<file path="config.mk">
export PLATFORM = sky130hd
export DESIGN_NAME = lmsc_top
export DESIGN_NICKNAME = d
export VERILOG_FILES = /design/src/lmsc_pkg.sv /design/src/lmsc_tmr_if.sv /design/src/lmsc_tmr.sv /design/src/lmsc_top.sv
export SDC_FILE = /design/constraint.sdc
export NUM_CORES = 1
export LEC_CHECK = 0
export ABC_AREA = 0
export BUFFER_PORTS_ARGS = -buffer_cell sky130_fd_sc_hd__buf_2
export CAP_MARGIN = 0
export CORE_AREA = 2 2 140 142
export CTS_CLUSTER_SIZE = 30
export DETAILED_ROUTE_END_ITERATION = 16
export DIE_AREA = 0 0 142 144
export SKIP_LAST_GASP = 1
export SLEW_MARGIN = 20
export SYNTH_ARGS = -nofsm -noshare
export SYNTH_HDL_FRONTEND = slang
export SYNTH_SLANG_ARGS = --single-unit
</file>
<file path="constraint.sdc">
create_clock -name core_clk_i -period 5.4 [get_ports core_clk_i]
set_input_delay 1.08 -clock core_clk_i [delete_from_list [all_inputs] [get_ports core_clk_i]]
set_output_delay 1.08 -clock core_clk_i [all_outputs]
set_load 0.01 [all_outputs]
</file>
<file path="src/lmsc_pkg.sv">
// Purpose: Shared constants of the LED matrix serial control block
// Assumes: 20 MHz core clock, two-wire serial bus from an outside host
// Notes: Offsets are the register pointer values sent after the address byte
// Contract
// - Idle bus: both lines high, nobody pulls clock or data low.
// - Data falling while clock high is start; an access begins.
// - Data rising while clock high is stop; the access ends.
// - Sender changes data only while clock low, stable while high.
// - After start, data moves in bytes of eight clock periods.
// - Any number of bytes may follow back to back before stop.
// - After each byte receiver pulls data low after the eighth falling edge.
// - Receiver releases data at the ninth falling clock edge.
// - First byte: 7-bit address MSB first, then direction, low is write.
// - Main control bits 0..2 clear scroll, fade, palette-fade interrupts; self-clear.
// - Sync enabled: low sync input blanks all LEDs; bit 4 set disables it. The code blanks only the matrix LEDs, not the two indicators.
// - Geometry bit: 0 selects 7 by 17, 1 selects 5 by 15.
// - Run bit 7: 0 standby, 1 operation.
// - Page bit: 0 shows frame 1, 1 shows frame 2.
// - Display bit 1 flips vertically, bit 2 flips horizontally.
// - Display bits 4 and 5 switch the two indicator LEDs.
// - Blank bit 7 turns all matrix LEDs off.
// - Effect speed: on and off times 0.05 s times field plus one.
// - Effect bit 6: 0 flashing, 1 brightness inversion.
// - Effect bit 7 enables the effect; clear means no effect.
// - Page speed: each page shows 0.05 s times field plus one.
// - Auto-page bit 7 enables alternation of the two pages.
package lmsc_pkg;
   localparam int BYTE_BITS = 8;
   localparam int SPD_W = 4;
   localparam logic [7:0] REG_MAIN = 8'h00;
   localparam logic [7:0] REG_DISP = 8'h01;
   localparam logic [7:0] REG_DOT = 8'h02;
   localparam logic [7:0] REG_PAGE = 8'h03;
   localparam logic [7:0] RST_VAL = 8'h00;
   localparam logic [7:0] MAIN_MASK = 8'hB0;
   localparam logic [7:0] DISP_MASK = 8'hB7;
   localparam logic [7:0] DOT_MASK = 8'hCF;
   localparam logic [7:0] PAGE_MASK = 8'h8F;
   localparam int B_SCRL_CLR = 0;
   localparam int B_FADE_CLR = 1;
   localparam int B_PAL_CLR = 2;
   localparam int B_SYNC_DIS = 4;
   localparam int B_GEOM = 5;
   localparam int B_RUN = 7;
   localparam int B_PAGE = 0;
   localparam int B_VFLIP = 1;
   localparam int B_HFLIP = 2;
   localparam int B_IND1 = 4;
   localparam int B_IND2 = 5;
   localparam int B_BLANK = 7;
   localparam int B_DOT_SEL = 6;
   localparam int B_EN = 7;
   localparam int STEP_NS = 50_000_000;
   localparam int CLK_NS = 50;
   localparam int STEP_CYC = STEP_NS / CLK_NS;
endpackage : lmsc_pkg

</file>
<file path="src/lmsc_tmr_if.sv">
// Purpose: Carrier between register logic and a step timer
// Assumes: One core clock domain
// Notes: Phase toggles after speed plus one steps
`timescale 1ns/1ps
interface lmsc_tmr_if;
   logic en;
   logic [3:0] speed;
   logic phase;
   modport tmr (input en, input speed, output phase);
   modport ctl (output en, output speed, input phase);
endinterface : lmsc_tmr_if

</file>
<file path="src/lmsc_tmr.sv">
// Purpose: Step timer producing an alternating phase
// Assumes: Speed is stable while enabled
// Notes: Disabling restarts the phase at zero
`timescale 1ns/1ps
module lmsc_tmr
   import lmsc_pkg::*;
#(
   parameter int STEP_CYCLES = STEP_CYC
) (
   input wire logic core_clk_i,
   input wire logic rst_i,
   lmsc_tmr_if.tmr t
);
   localparam logic [31:0] LAST = 32'(STEP_CYCLES - 1);
   logic [31:0] base_ff;
   logic [SPD_W-1:0] step_ff;
   logic phase_ff;
   logic wrap;
   logic flip;

   assign wrap = base_ff == LAST;
   assign flip = wrap && (step_ff == t.speed);
   assign t.phase = phase_ff;

   always_ff @(posedge core_clk_i or posedge rst_i) begin
      if (rst_i) begin
         base_ff <= '0;
      end else if (!t.en || wrap) begin
         base_ff <= '0;
      end else begin
         base_ff <= base_ff + 32'h1;
      end
   end

   // Phase length is speed plus one base steps
   always_ff @(posedge core_clk_i or posedge rst_i) begin
      if (rst_i) begin
         step_ff <= '0;
      end else if (!t.en || flip) begin
         step_ff <= '0;
      end else if (wrap) begin
         step_ff <= SPD_W'(step_ff + 1'b1);
      end
   end

   always_ff @(posedge core_clk_i or posedge rst_i) begin
      if (rst_i) begin
         phase_ff <= 1'b0;
      end else if (!t.en) begin
         phase_ff <= 1'b0;
      end else if (flip) begin
         phase_ff <= !phase_ff;
      end
   end
endmodule : lmsc_tmr

</file>
<file path="src/lmsc_top.sv">
// Purpose: Serial bus slave and control registers of the LED matrix driver
// Assumes: Bus pins are asynchronous and sampled by two flip-flops each
// Notes: Read accesses are not acknowledged; registers are write only
`timescale 1ns/1ps
module lmsc_top
   import lmsc_pkg::*;
#(
   // Arbitrary bus address value
   parameter logic [6:0] SLAVE_ADDR = 7'h2C,
   parameter int STEP_CYCLES = STEP_CYC
) (
   input wire logic core_clk_i,
   input wire logic rst_i,
   input wire logic scl_i,
   input wire logic sda_i,
   output logic sda_o,
   output logic sda_oe_o,
   input wire logic ringing_sync_input_i,
   output logic run_not_sleep_o,
   output logic matrix_geometry_select_o,
   output logic scroll_irq_clear_o,
   output logic fade_irq_clear_o,
   output logic palette_fade_irq_clear_o,
   output logic frame_select_o,
   output logic vertical_flip_o,
   output logic horizontal_flip_o,
   output logic first_indicator_on_o,
   output logic second_indicator_on_o,
   output logic matrix_leds_off_o,
   output logic dot_flash_dark_o,
   output logic dot_invert_o
);
   typedef enum logic [2:0] {ST_IDLE, ST_ADDR, ST_REG, ST_DATA, ST_SKIP} lmsc_state_t;

   logic scl_m_ff, scl_s_ff, scl_d_ff;
   logic sda_m_ff, sda_s_ff, sda_d_ff;
   logic gpi_m_ff, gpi_s_ff;
   logic start_det, stop_det, scl_rise, scl_fall;
   lmsc_state_t state_ff;
   logic [3:0] bit_cnt_ff;
   logic [7:0] shift_ff;
   logic in_ack_ff;
   logic oe_ff;
   logic byte_done;
   logic addr_hit;
   logic wr_stb;
   logic [7:0] ptr_ff;
   logic [7:0] main_ff, disp_ff, dot_ff, page_ff;
   logic [2:0] clr_ff;
   logic leds_off_ff;
   logic frame_ff;
   logic flash_ff, invert_ff;

   lmsc_tmr_if dot_if ();
   lmsc_tmr_if pg_if ();

   // Both pins pass two flip-flops; the third stage only serves edge finding
   always_ff @(posedge core_clk_i or posedge rst_i) begin
      if (rst_i) begin
         scl_m_ff <= 1'b1;
         scl_s_ff <= 1'b1;
         scl_d_ff <= 1'b1;
         sda_m_ff <= 1'b1;
         sda_s_ff <= 1'b1;
         sda_d_ff <= 1'b1;
      end else begin
         scl_m_ff <= scl_i;
         scl_s_ff <= scl_m_ff;
         scl_d_ff <= scl_s_ff;
         sda_m_ff <= sda_i;
         sda_s_ff <= sda_m_ff;
         sda_d_ff <= sda_s_ff;
      end
   end

   always_ff @(posedge core_clk_i or posedge rst_i) begin
      if (rst_i) begin
         gpi_m_ff <= 1'b1;
         gpi_s_ff <= 1'b1;
      end else begin
         gpi_m_ff <= ringing_sync_input_i;
         gpi_s_ff <= gpi_m_ff;
      end
   end

   assign start_det = scl_s_ff && scl_d_ff && sda_d_ff && !sda_s_ff;
   assign stop_det = scl_s_ff && scl_d_ff && !sda_d_ff && sda_s_ff;
   assign scl_rise = scl_s_ff && !scl_d_ff;
   assign scl_fall = !scl_s_ff && scl_d_ff;
   assign byte_done = scl_fall && (bit_cnt_ff == 4'(BYTE_BITS)) && !in_ack_ff;
   // Only a write to the own address is taken
   assign addr_hit = (shift_ff[7:1] == SLAVE_ADDR) && !shift_ff[0];
   assign wr_stb = byte_done && (state_ff == ST_DATA);

   // Bus protocol: bit counting, acknowledge drive and access phase
   always_ff @(posedge core_clk_i or posedge rst_i) begin
      if (rst_i) begin
         state_ff <= ST_IDLE;
         bit_cnt_ff <= '0;
         shift_ff <= '0;
         in_ack_ff <= 1'b0;
         oe_ff <= 1'b0;
      end else if (start_det) begin
         state_ff <= ST_ADDR;
         bit_cnt_ff <= '0;
         in_ack_ff <= 1'b0;
         oe_ff <= 1'b0;
      end else if (stop_det) begin
         state_ff <= ST_IDLE;
         bit_cnt_ff <= '0;
         in_ack_ff <= 1'b0;
         oe_ff <= 1'b0;
      end else if (byte_done) begin
         bit_cnt_ff <= '0;
         case (state_ff)
            ST_ADDR: begin
               if (addr_hit) begin
                  state_ff <= ST_REG;
                  in_ack_ff <= 1'b1;
                  oe_ff <= 1'b1;
               end else begin
                  state_ff <= ST_SKIP;
               end
            end
            ST_REG, ST_DATA: begin
               state_ff <= ST_DATA;
               in_ack_ff <= 1'b1;
               oe_ff <= 1'b1;
            end
            default: begin
               state_ff <= state_ff;
            end
         endcase
      end else if (scl_fall && in_ack_ff) begin
         in_ack_ff <= 1'b0;
         oe_ff <= 1'b0;
      end else if (scl_rise && !in_ack_ff && (state_ff != ST_IDLE) &&
                   (state_ff != ST_SKIP) && (bit_cnt_ff < 4'(BYTE_BITS))) begin
         // Sampled on the rising edge, where the sender holds data still
         shift_ff <= {shift_ff[6:0], sda_s_ff};
         bit_cnt_ff <= bit_cnt_ff + 4'h1;
      end
   end

   // Open drain: only ever pulls low, and only after a falling clock edge
   assign sda_o = 1'b0;
   assign sda_oe_o = oe_ff;

   // Pointer advances per data byte so long bursts fill consecutive registers
   always_ff @(posedge core_clk_i or posedge rst_i) begin
      if (rst_i) begin
         ptr_ff <= '0;
      end else if (byte_done && (state_ff == ST_REG)) begin
         ptr_ff <= shift_ff;
      end else if (wr_stb) begin
         ptr_ff <= ptr_ff + 8'h01;
      end
   end

   // Register writes; unmapped pointers are acknowledged and dropped
   always_ff @(posedge core_clk_i or posedge rst_i) begin
      if (rst_i) begin
         main_ff <= RST_VAL;
         disp_ff <= RST_VAL;
         dot_ff <= RST_VAL;
         page_ff <= RST_VAL;
      end else if (wr_stb) begin
         case (ptr_ff)
            REG_MAIN: main_ff <= shift_ff & MAIN_MASK;
            REG_DISP: disp_ff <= shift_ff & DISP_MASK;
            REG_DOT: dot_ff <= shift_ff & DOT_MASK;
            REG_PAGE: page_ff <= shift_ff & PAGE_MASK;
            default: begin
               main_ff <= main_ff;
            end
         endcase
      end
   end

   // Clear bits never stay stored; they leave as one-cycle pulses
   always_ff @(posedge core_clk_i or posedge rst_i) begin
      if (rst_i) begin
         clr_ff <= '0;
      end else if (wr_stb && (ptr_ff == REG_MAIN)) begin
         clr_ff <= shift_ff[B_PAL_CLR:B_SCRL_CLR];
      end else begin
         clr_ff <= '0;
      end
   end

   assign scroll_irq_clear_o = clr_ff[B_SCRL_CLR];
   assign fade_irq_clear_o = clr_ff[B_FADE_CLR];
   assign palette_fade_irq_clear_o = clr_ff[B_PAL_CLR];

   assign dot_if.en = dot_ff[B_EN];
   assign dot_if.speed = dot_ff[SPD_W-1:0];
   assign pg_if.en = page_ff[B_EN];
   assign pg_if.speed = page_ff[SPD_W-1:0];

   lmsc_tmr #(.STEP_CYCLES(STEP_CYCLES)) u_dot_tmr (
      .core_clk_i(core_clk_i),
      .rst_i(rst_i),
      .t(dot_if)
   );

   lmsc_tmr #(.STEP_CYCLES(STEP_CYCLES)) u_page_tmr (
      .core_clk_i(core_clk_i),
      .rst_i(rst_i),
      .t(pg_if)
   );

   // Derived display controls, registered to keep outputs glitch free
   always_ff @(posedge core_clk_i or posedge rst_i) begin
      if (rst_i) begin
         leds_off_ff <= 1'b1;
         frame_ff <= 1'b0;
         flash_ff <= 1'b0;
         invert_ff <= 1'b0;
      end else begin
         leds_off_ff <= !main_ff[B_RUN] || disp_ff[B_BLANK] ||
            (!main_ff[B_SYNC_DIS] && !gpi_s_ff);
         // Auto alternation starts from frame 1 each time it is enabled
         frame_ff <= page_ff[B_EN] ? pg_if.phase : disp_ff[B_PAGE];
         flash_ff <= dot_if.phase && !dot_ff[B_DOT_SEL];
         invert_ff <= dot_if.phase && dot_ff[B_DOT_SEL];
      end
   end

   assign run_not_sleep_o = main_ff[B_RUN];
   assign matrix_geometry_select_o = main_ff[B_GEOM];
   assign frame_select_o = frame_ff;
   assign vertical_flip_o = disp_ff[B_VFLIP];
   assign horizontal_flip_o = disp_ff[B_HFLIP];
   assign first_indicator_on_o = disp_ff[B_IND1];
   assign second_indicator_on_o = disp_ff[B_IND2];
   assign matrix_leds_off_o = leds_off_ff;
   assign dot_flash_dark_o = flash_ff;
   assign dot_invert_o = invert_ff;
endmodule : lmsc_top

</file>
# Word level (Yosys, flattened, before mapping)
# Index checks and enable logic that the tools add are counted.
# W data, S select, Z words.
# totals
regBits	133
word_cells	148
# classes
order_cmp	1
bitwise	4
muxes	30
eq_ne	18
n_reduce_logical	61
n_addsub	6
# ops
op	count
$add A32 B1 Y32 const B	2
$eq A32 B20 Y1 const B	2
$mux W32	2
$mux W4	9
$logic_and A1 B1 Y1	23
$eq A8 B2 Y1 const B	2
$mux W8	2
$mux W3	5
$logic_not A1 Y1	14
$add A4 B1 Y4 const B	3
$reduce_and A2 Y1	6
$reduce_bool A4 Y1	3
$mux W1	10
$add A8 B1 Y8 const B	1
$eq A4 B4 Y1	2
$eq A8 B1 Y1 const B	1
$logic_not A8 Y1	1
$eq A7 B6 Y1 const B	1
$eq A3 B2 Y1 const B	2
$logic_or A1 B1 Y1	6
$pmux W3 S2	1
$reduce_bool A2 Y1	3
$reduce_bool A3 Y1	2
$ne A5 B3 Y1 const B	1
other kinds (12)	16

# Longest topological paths before layout
# logic_depth
ltp_word	11
depth_mapped	8

# Cells and area by module
# A second synthesis with hierarchy kept.
# hier_totals
cells_unflattened	615
hier_area_um2	6366.1
# modules_own_cells
mod	cells_per_inst	area_each_um2	n_inst	seq_area_each_um2
lmsc_tmr	195	1896.8	2	925.9
lmsc_top	225	2572.5	1	1487.7

# Worst setup path after synthesis
# OpenSTA, ideal clock, no wires.
# synth_timing
path_kind	reg-to-reg
startpoint	register bit_cnt_ff[0]
endpoint	register disp_ff[0]
path_stages_with_launch	9
path_buffers	1
arrival_ns	1.803
setup_time_ns	0.125
synth_period_minus_slack_ns	1.928
slack_ns	3.472
cell_sequence	dfrtp_1 > inv_1 > ha_1 > and4bb_2 > and3_1 > buf_2 > and3_1 > nand2_1 > mux2_2
# synth_via
elab_chain_len	5
# synth_lines
element	line	rtl
from (decl)	lmsc_top.sv:40	logic [3:0] bit_cnt_ff;
from (signal assigned)	lmsc_top.sv:141	bit_cnt_ff <= bit_cnt_ff + 4'h1;
$eq A4 B4 Y1	lmsc_top.sv:90	assign byte_done = scl_fall && (bit_cnt_ff == 4'(BYTE_BITS)) && !in_ack_ff;
$logic_and A1 B1 Y1 (2 in a row)	lmsc_top.sv:90	
$logic_and A1 B1 Y1	lmsc_top.sv:93	assign wr_stb = byte_done && (state_ff == ST_DATA);
$reduce_and A2 Y1 (no line)	n/a	
to (signal assigned)	lmsc_top.sv:170	REG_DISP: disp_ff <= shift_ff & DISP_MASK;
to (decl)	lmsc_top.sv:48	logic [7:0] main_ff, disp_ff, dot_ff, page_ff;
# No other way between the ends.
# A chain may end at the register's enable or synchronous reset.

# Worst setup path in the final report
# layout_timing
startpoint	register u_page_tmr.base_ff[15]
endpoint	register u_page_tmr.step_ff[2]
# layout_via
elab_chain_len	4
word_cells_on_any_way	5
classes_between	1 x eq/ne; 1 x mux; 3 x reduce/logical
# layout_lines
element	line	rtl
from (decl)	lmsc_tmr.sv:15	logic [31:0] base_ff;
from (signal assigned)	lmsc_tmr.sv:31	base_ff <= base_ff + 32'h1;
$eq A32 B20 Y1 (*)	lmsc_tmr.sv:21	assign wrap = base_ff == LAST;
$logic_and A1 B1 Y1	lmsc_tmr.sv:22	assign flip = wrap && (step_ff == t.speed);
$logic_or A1 B1 Y1	lmsc_tmr.sv:39	end else if (!t.en || flip) begin
$mux W4 or $reduce_bool A2 Y1 (tied branches)	n/a	
to (signal assigned)	lmsc_tmr.sv:42	step_ff <= SPD_W'(step_ff + 1'b1);
to (decl)	lmsc_tmr.sv:16	logic [SPD_W-1:0] step_ff;
# Every way passes the cells marked *; elsewhere a longest branch is shown, timed or not.

==> results.sh <==
export IMPL_yosys_area_top_type="dfrtp_1"
export IMPL_p_seq_share_pct=46.0
export IMPL_nets=650
export IMPL_synth_mux_area_share_pct=5.96
export IMPL_dp_cells=854
export IMPL_power_leakage_nw=3.21
export IMPL_ys_seq_elements=133
export IMPL_cts_sinks=133
export IMPL_cp_max_fo=20
export IMPL_yosys_warnings=0
export IMPL_switchingPower_mw=0.559
export IMPL_die_area_um2=20400
export IMPL_synth_compound_area_share_pct=4.63
export IMPL_hold_viol=0
export IMPL_clkLatencyLatePin_ps=420
export IMPL_antenna_cells=0
export IMPL_slew_violations=0
export IMPL_synth_area_um2=6480
export IMPL_fin_setup_tns_ps=0
export IMPL_drt_initial_drc_count=238
export IMPL_rr_endpoint="u_page_tmr.step_ff[2]"
export IMPL_post_route_min_period_ps=2330
export IMPL_drt_wl_total_um=12300
export IMPL_clockBufferDepth=2
export IMPL_path_class="reg -> reg"
export IMPL_synthCells=616
export IMPL_drive_gt1_share_pct=16.0
export IMPL_dr_pass1_iters=4
export IMPL_hp_start="gpi_m_ff"
export IMPL_intPower_mw=1.88
export IMPL_critPathRequiredTime_ps=5700
export IMPL_swShare_pct=23.0
export IMPL_hold_depth=0
export IMPL_synth_fa_ha_area_share_pct=1.93
export IMPL_rsz0062_at_grt="no"
export IMPL_power_density_nw_per_um2=329
export IMPL_setup_viol=0
export IMPL_syn_nets=631
export IMPL_avgSynthCellArea_um2=10.5
export IMPL_grt_overflow=0
export IMPL_ctsResizeCount=0
export IMPL_gp_congestion=0.795
export IMPL_end_kind="flop"
export IMPL_final_antenna_net_count=0
export IMPL_synth_xor_area_share_pct=9.59
export IMPL_yosys_cell_count_top_type="dfrtp_1"
export IMPL_drc=0
export IMPL_yosys_top_cells_count="124 x dfrtp_1, 88 x nor2_1, 47 x xor2_1"
export IMPL_core_um2=19100
export IMPL_layoutNonFillerInstCount=886
export IMPL_grt_pass1_vias=4316
export IMPL_hold_path_class="reg -> reg"
export IMPL_vias=4450
export IMPL_num_io_pins=20
export IMPL_crit_path_start_kind="flop"
export IMPL_clk_pin_slew_ps=60
export IMPL_die_h_um=144
export IMPL_clock_root_buffer="clkbuf_16"
export IMPL_combPwrFrac_pct=4.4
export IMPL_synth_top_family_by_area="simple AND/OR/NAND/NOR gates"
export IMPL_htreeDepth=4
export IMPL_grt_max_degree=98
export IMPL_yosys_top_cells_area="dfrtp_1 48%, xor2_1 6.3%, nor2_1 5.1%"
export IMPL_synth_cell_types=58
export IMPL_holdWs_ps=355
export IMPL_rrSetupSlack_ps=3070
export IMPL_fmaxAchievable_ghz=0.429
export IMPL_slew_headroom_pct=43.1
export IMPL_antenna_found_initial=0
export IMPL_nFillCells=1828
export IMPL_cp_arrival_ps=2630
export IMPL_worst_pin_slew_ps=853
export IMPL_cap_violations=0
export IMPL_hpwl_um=8110
export IMPL_hold_end="gpi_s_ff"
export IMPL_grt_pass1_wl_um=21300
export IMPL_synth_top_area_share_pct=47.8
export IMPL_reg2regPathDepth=6
export IMPL_cts_made_buffers=17
export IMPL_fin_crit_sh_pct=43.2
export IMPL_port_buffers=18
export IMPL_async_reset_ff_share_pct=100
export IMPL_pwr_share_clk_pct=49.6
export IMPL_area_growth_pct=14.2
export IMPL_synth_simple_gate_area_share_pct=23.8
export IMPL_grt_use_total_pct=13.1
export IMPL_timing_rr_start="u_page_tmr.base_ff[15]"
export IMPL_cts_tree="yes"
export IMPL_post_cts_repair_setup_buffers=0
export IMPL_initial_core_util_pct=34.0
export IMPL_ys_seq_area_share_pct=51.5
export IMPL_power_mw=2.43
export IMPL_die_w_um=142
export IMPL_status="completed"
export IMPL_row_count=51
export IMPL_synth_edff_count=0
export IMPL_wl_per_cell_um=13.9
export IMPL_synth_flop_cell="dfrtp_1"
export IMPL_finClkSkew_ps=9.84
export IMPL_ir_worst_vdd_uv=245
export IMPL_via_per_inst=5.02
export IMPL_hold_buffers=0
## critical path, stage by stage, from the launching register on
cell       delay (ps)
dfrtp_1           410
nor4b_1           340
nand4_1           300
o31ai_4           570
buf_4             340
o21ai_0           120
o2bb2ai_1         130
## per-stage QoR
stage / setup slack, ps / area [µm²] / util (%)
floorplan: 780 / 6480 / -
global placement: 3000 / 6780 / 35.5
detailed placement: 3000 / 6780 / 35.5
CTS: 3050 / 7400 / 38.8
global route: 2910 / 7400 / 38.8
finish: 3070 / 7400 / 38.8
## layout make-up
cell class	instances	area, µm²	area share (%)
Sequential cell	133	3340	45.1
Multi-Input combinational cell	451	2990	40.4
Clock buffer	18	439	5.93
Tap cell	238	298	4.02
Clock inverter	14	184	2.48
Timing Repair Buffer	20	105	1.42
Inverter	12	50.0	0.676
## sequential cells by signal, indices dropped and copies added (netlist names), 4 cells and up
register	count
page_ff	5
dot_ff	6
ptr_ff	8
bit_cnt_ff	4
u_page_tmr.base_ff	32
u_dot_tmr.base_ff	32
disp_ff	6
shift_ff	8
u_dot_tmr.step_ff	4
u_page_tmr.step_ff	4
## power by group through the flow
stage | Sequential, mW | Clock, mW | Combinational [mW]
6_report | 1.12 | 1.21 | 0.106
5_1_grt | 1.13 | 1.29 | 0.124
4_1_cts | 1.12 | 1.23 | 0.110
3_5_place_dp | 1.14 | 0 | 0.109
3_3_place_gp | 1.14 | 0 | 0.105
2_1_floorplan | 1.10 | 0 | 0.101
## logic make-up after synthesis
logic type / Yosys count
muxes: 35
xor gates and xnor gates: 71
DFF: 133
buffers and inverters: 32
other: 1
and+or+nand+nor: 289
adders and majority gates: 10
AOI/OAI and AO/OA: 45
## layer usage
metal | vias to the layer above | track usage, % | share of wire (%)
met5 | - | 0 | 0
met2 | 55 | 20.5 | 46
met3 | 15 | 3.08 | 2.6
met4 | 0 | 5.47 | 1.7
li1 | 2204 | - | -
met1 | 2176 | 17.6 | 50
## worst max path at each step
stage	from	endpoint	slack [ps]	cells past startpoint
finish	u_page_tmr.base_ff[15]	u_page_tmr.step_ff[2]	3070	6
global route	u_page_tmr.base_ff[20]	u_page_tmr.step_ff[2]	2910	6
CTS	u_page_tmr.base_ff[15]	u_page_tmr.step_ff[2]	3050	6
detailed placement	rst_i	scl_s_ff	3000	3
global placement	rst_i	sda_d_ff	3000	3
floorplan	rst_i	bit_cnt_ff[0]	780	1
## layout by cell type, fill, tap and decap left out, types with 5 or more instances in the layout
cell | Yosys | routed
a21oi_1 | 15 | 15
and2_1 | 10 | 10
and3_1 | 18 | 18
and4_1 | 7 | 7
buf_2 | 6 | 18
clkbuf_16 | 0 | 17
clkinv_2 | 0 | 6
dfrtp_1 | 124 | 124
dfstp_2 | 9 | 9
ha_1 | 10 | 10
inv_1 | 12 | 11
mux2_2 | 29 | 29
mux2i_1 | 6 | 6
nand2_1 | 39 | 39
nand2b_1 | 5 | 5
nand3_1 | 39 | 39
nand4_1 | 28 | 28
nor2_1 | 88 | 88
nor2b_1 | 6 | 6
nor3_1 | 12 | 12
nor4_1 | 16 | 16
nor4b_1 | 6 | 6
o21ai_0 | 9 | 9
xnor2_1 | 24 | 24
xor2_1 | 47 | 47
Power figures use the tool's default switching activity.
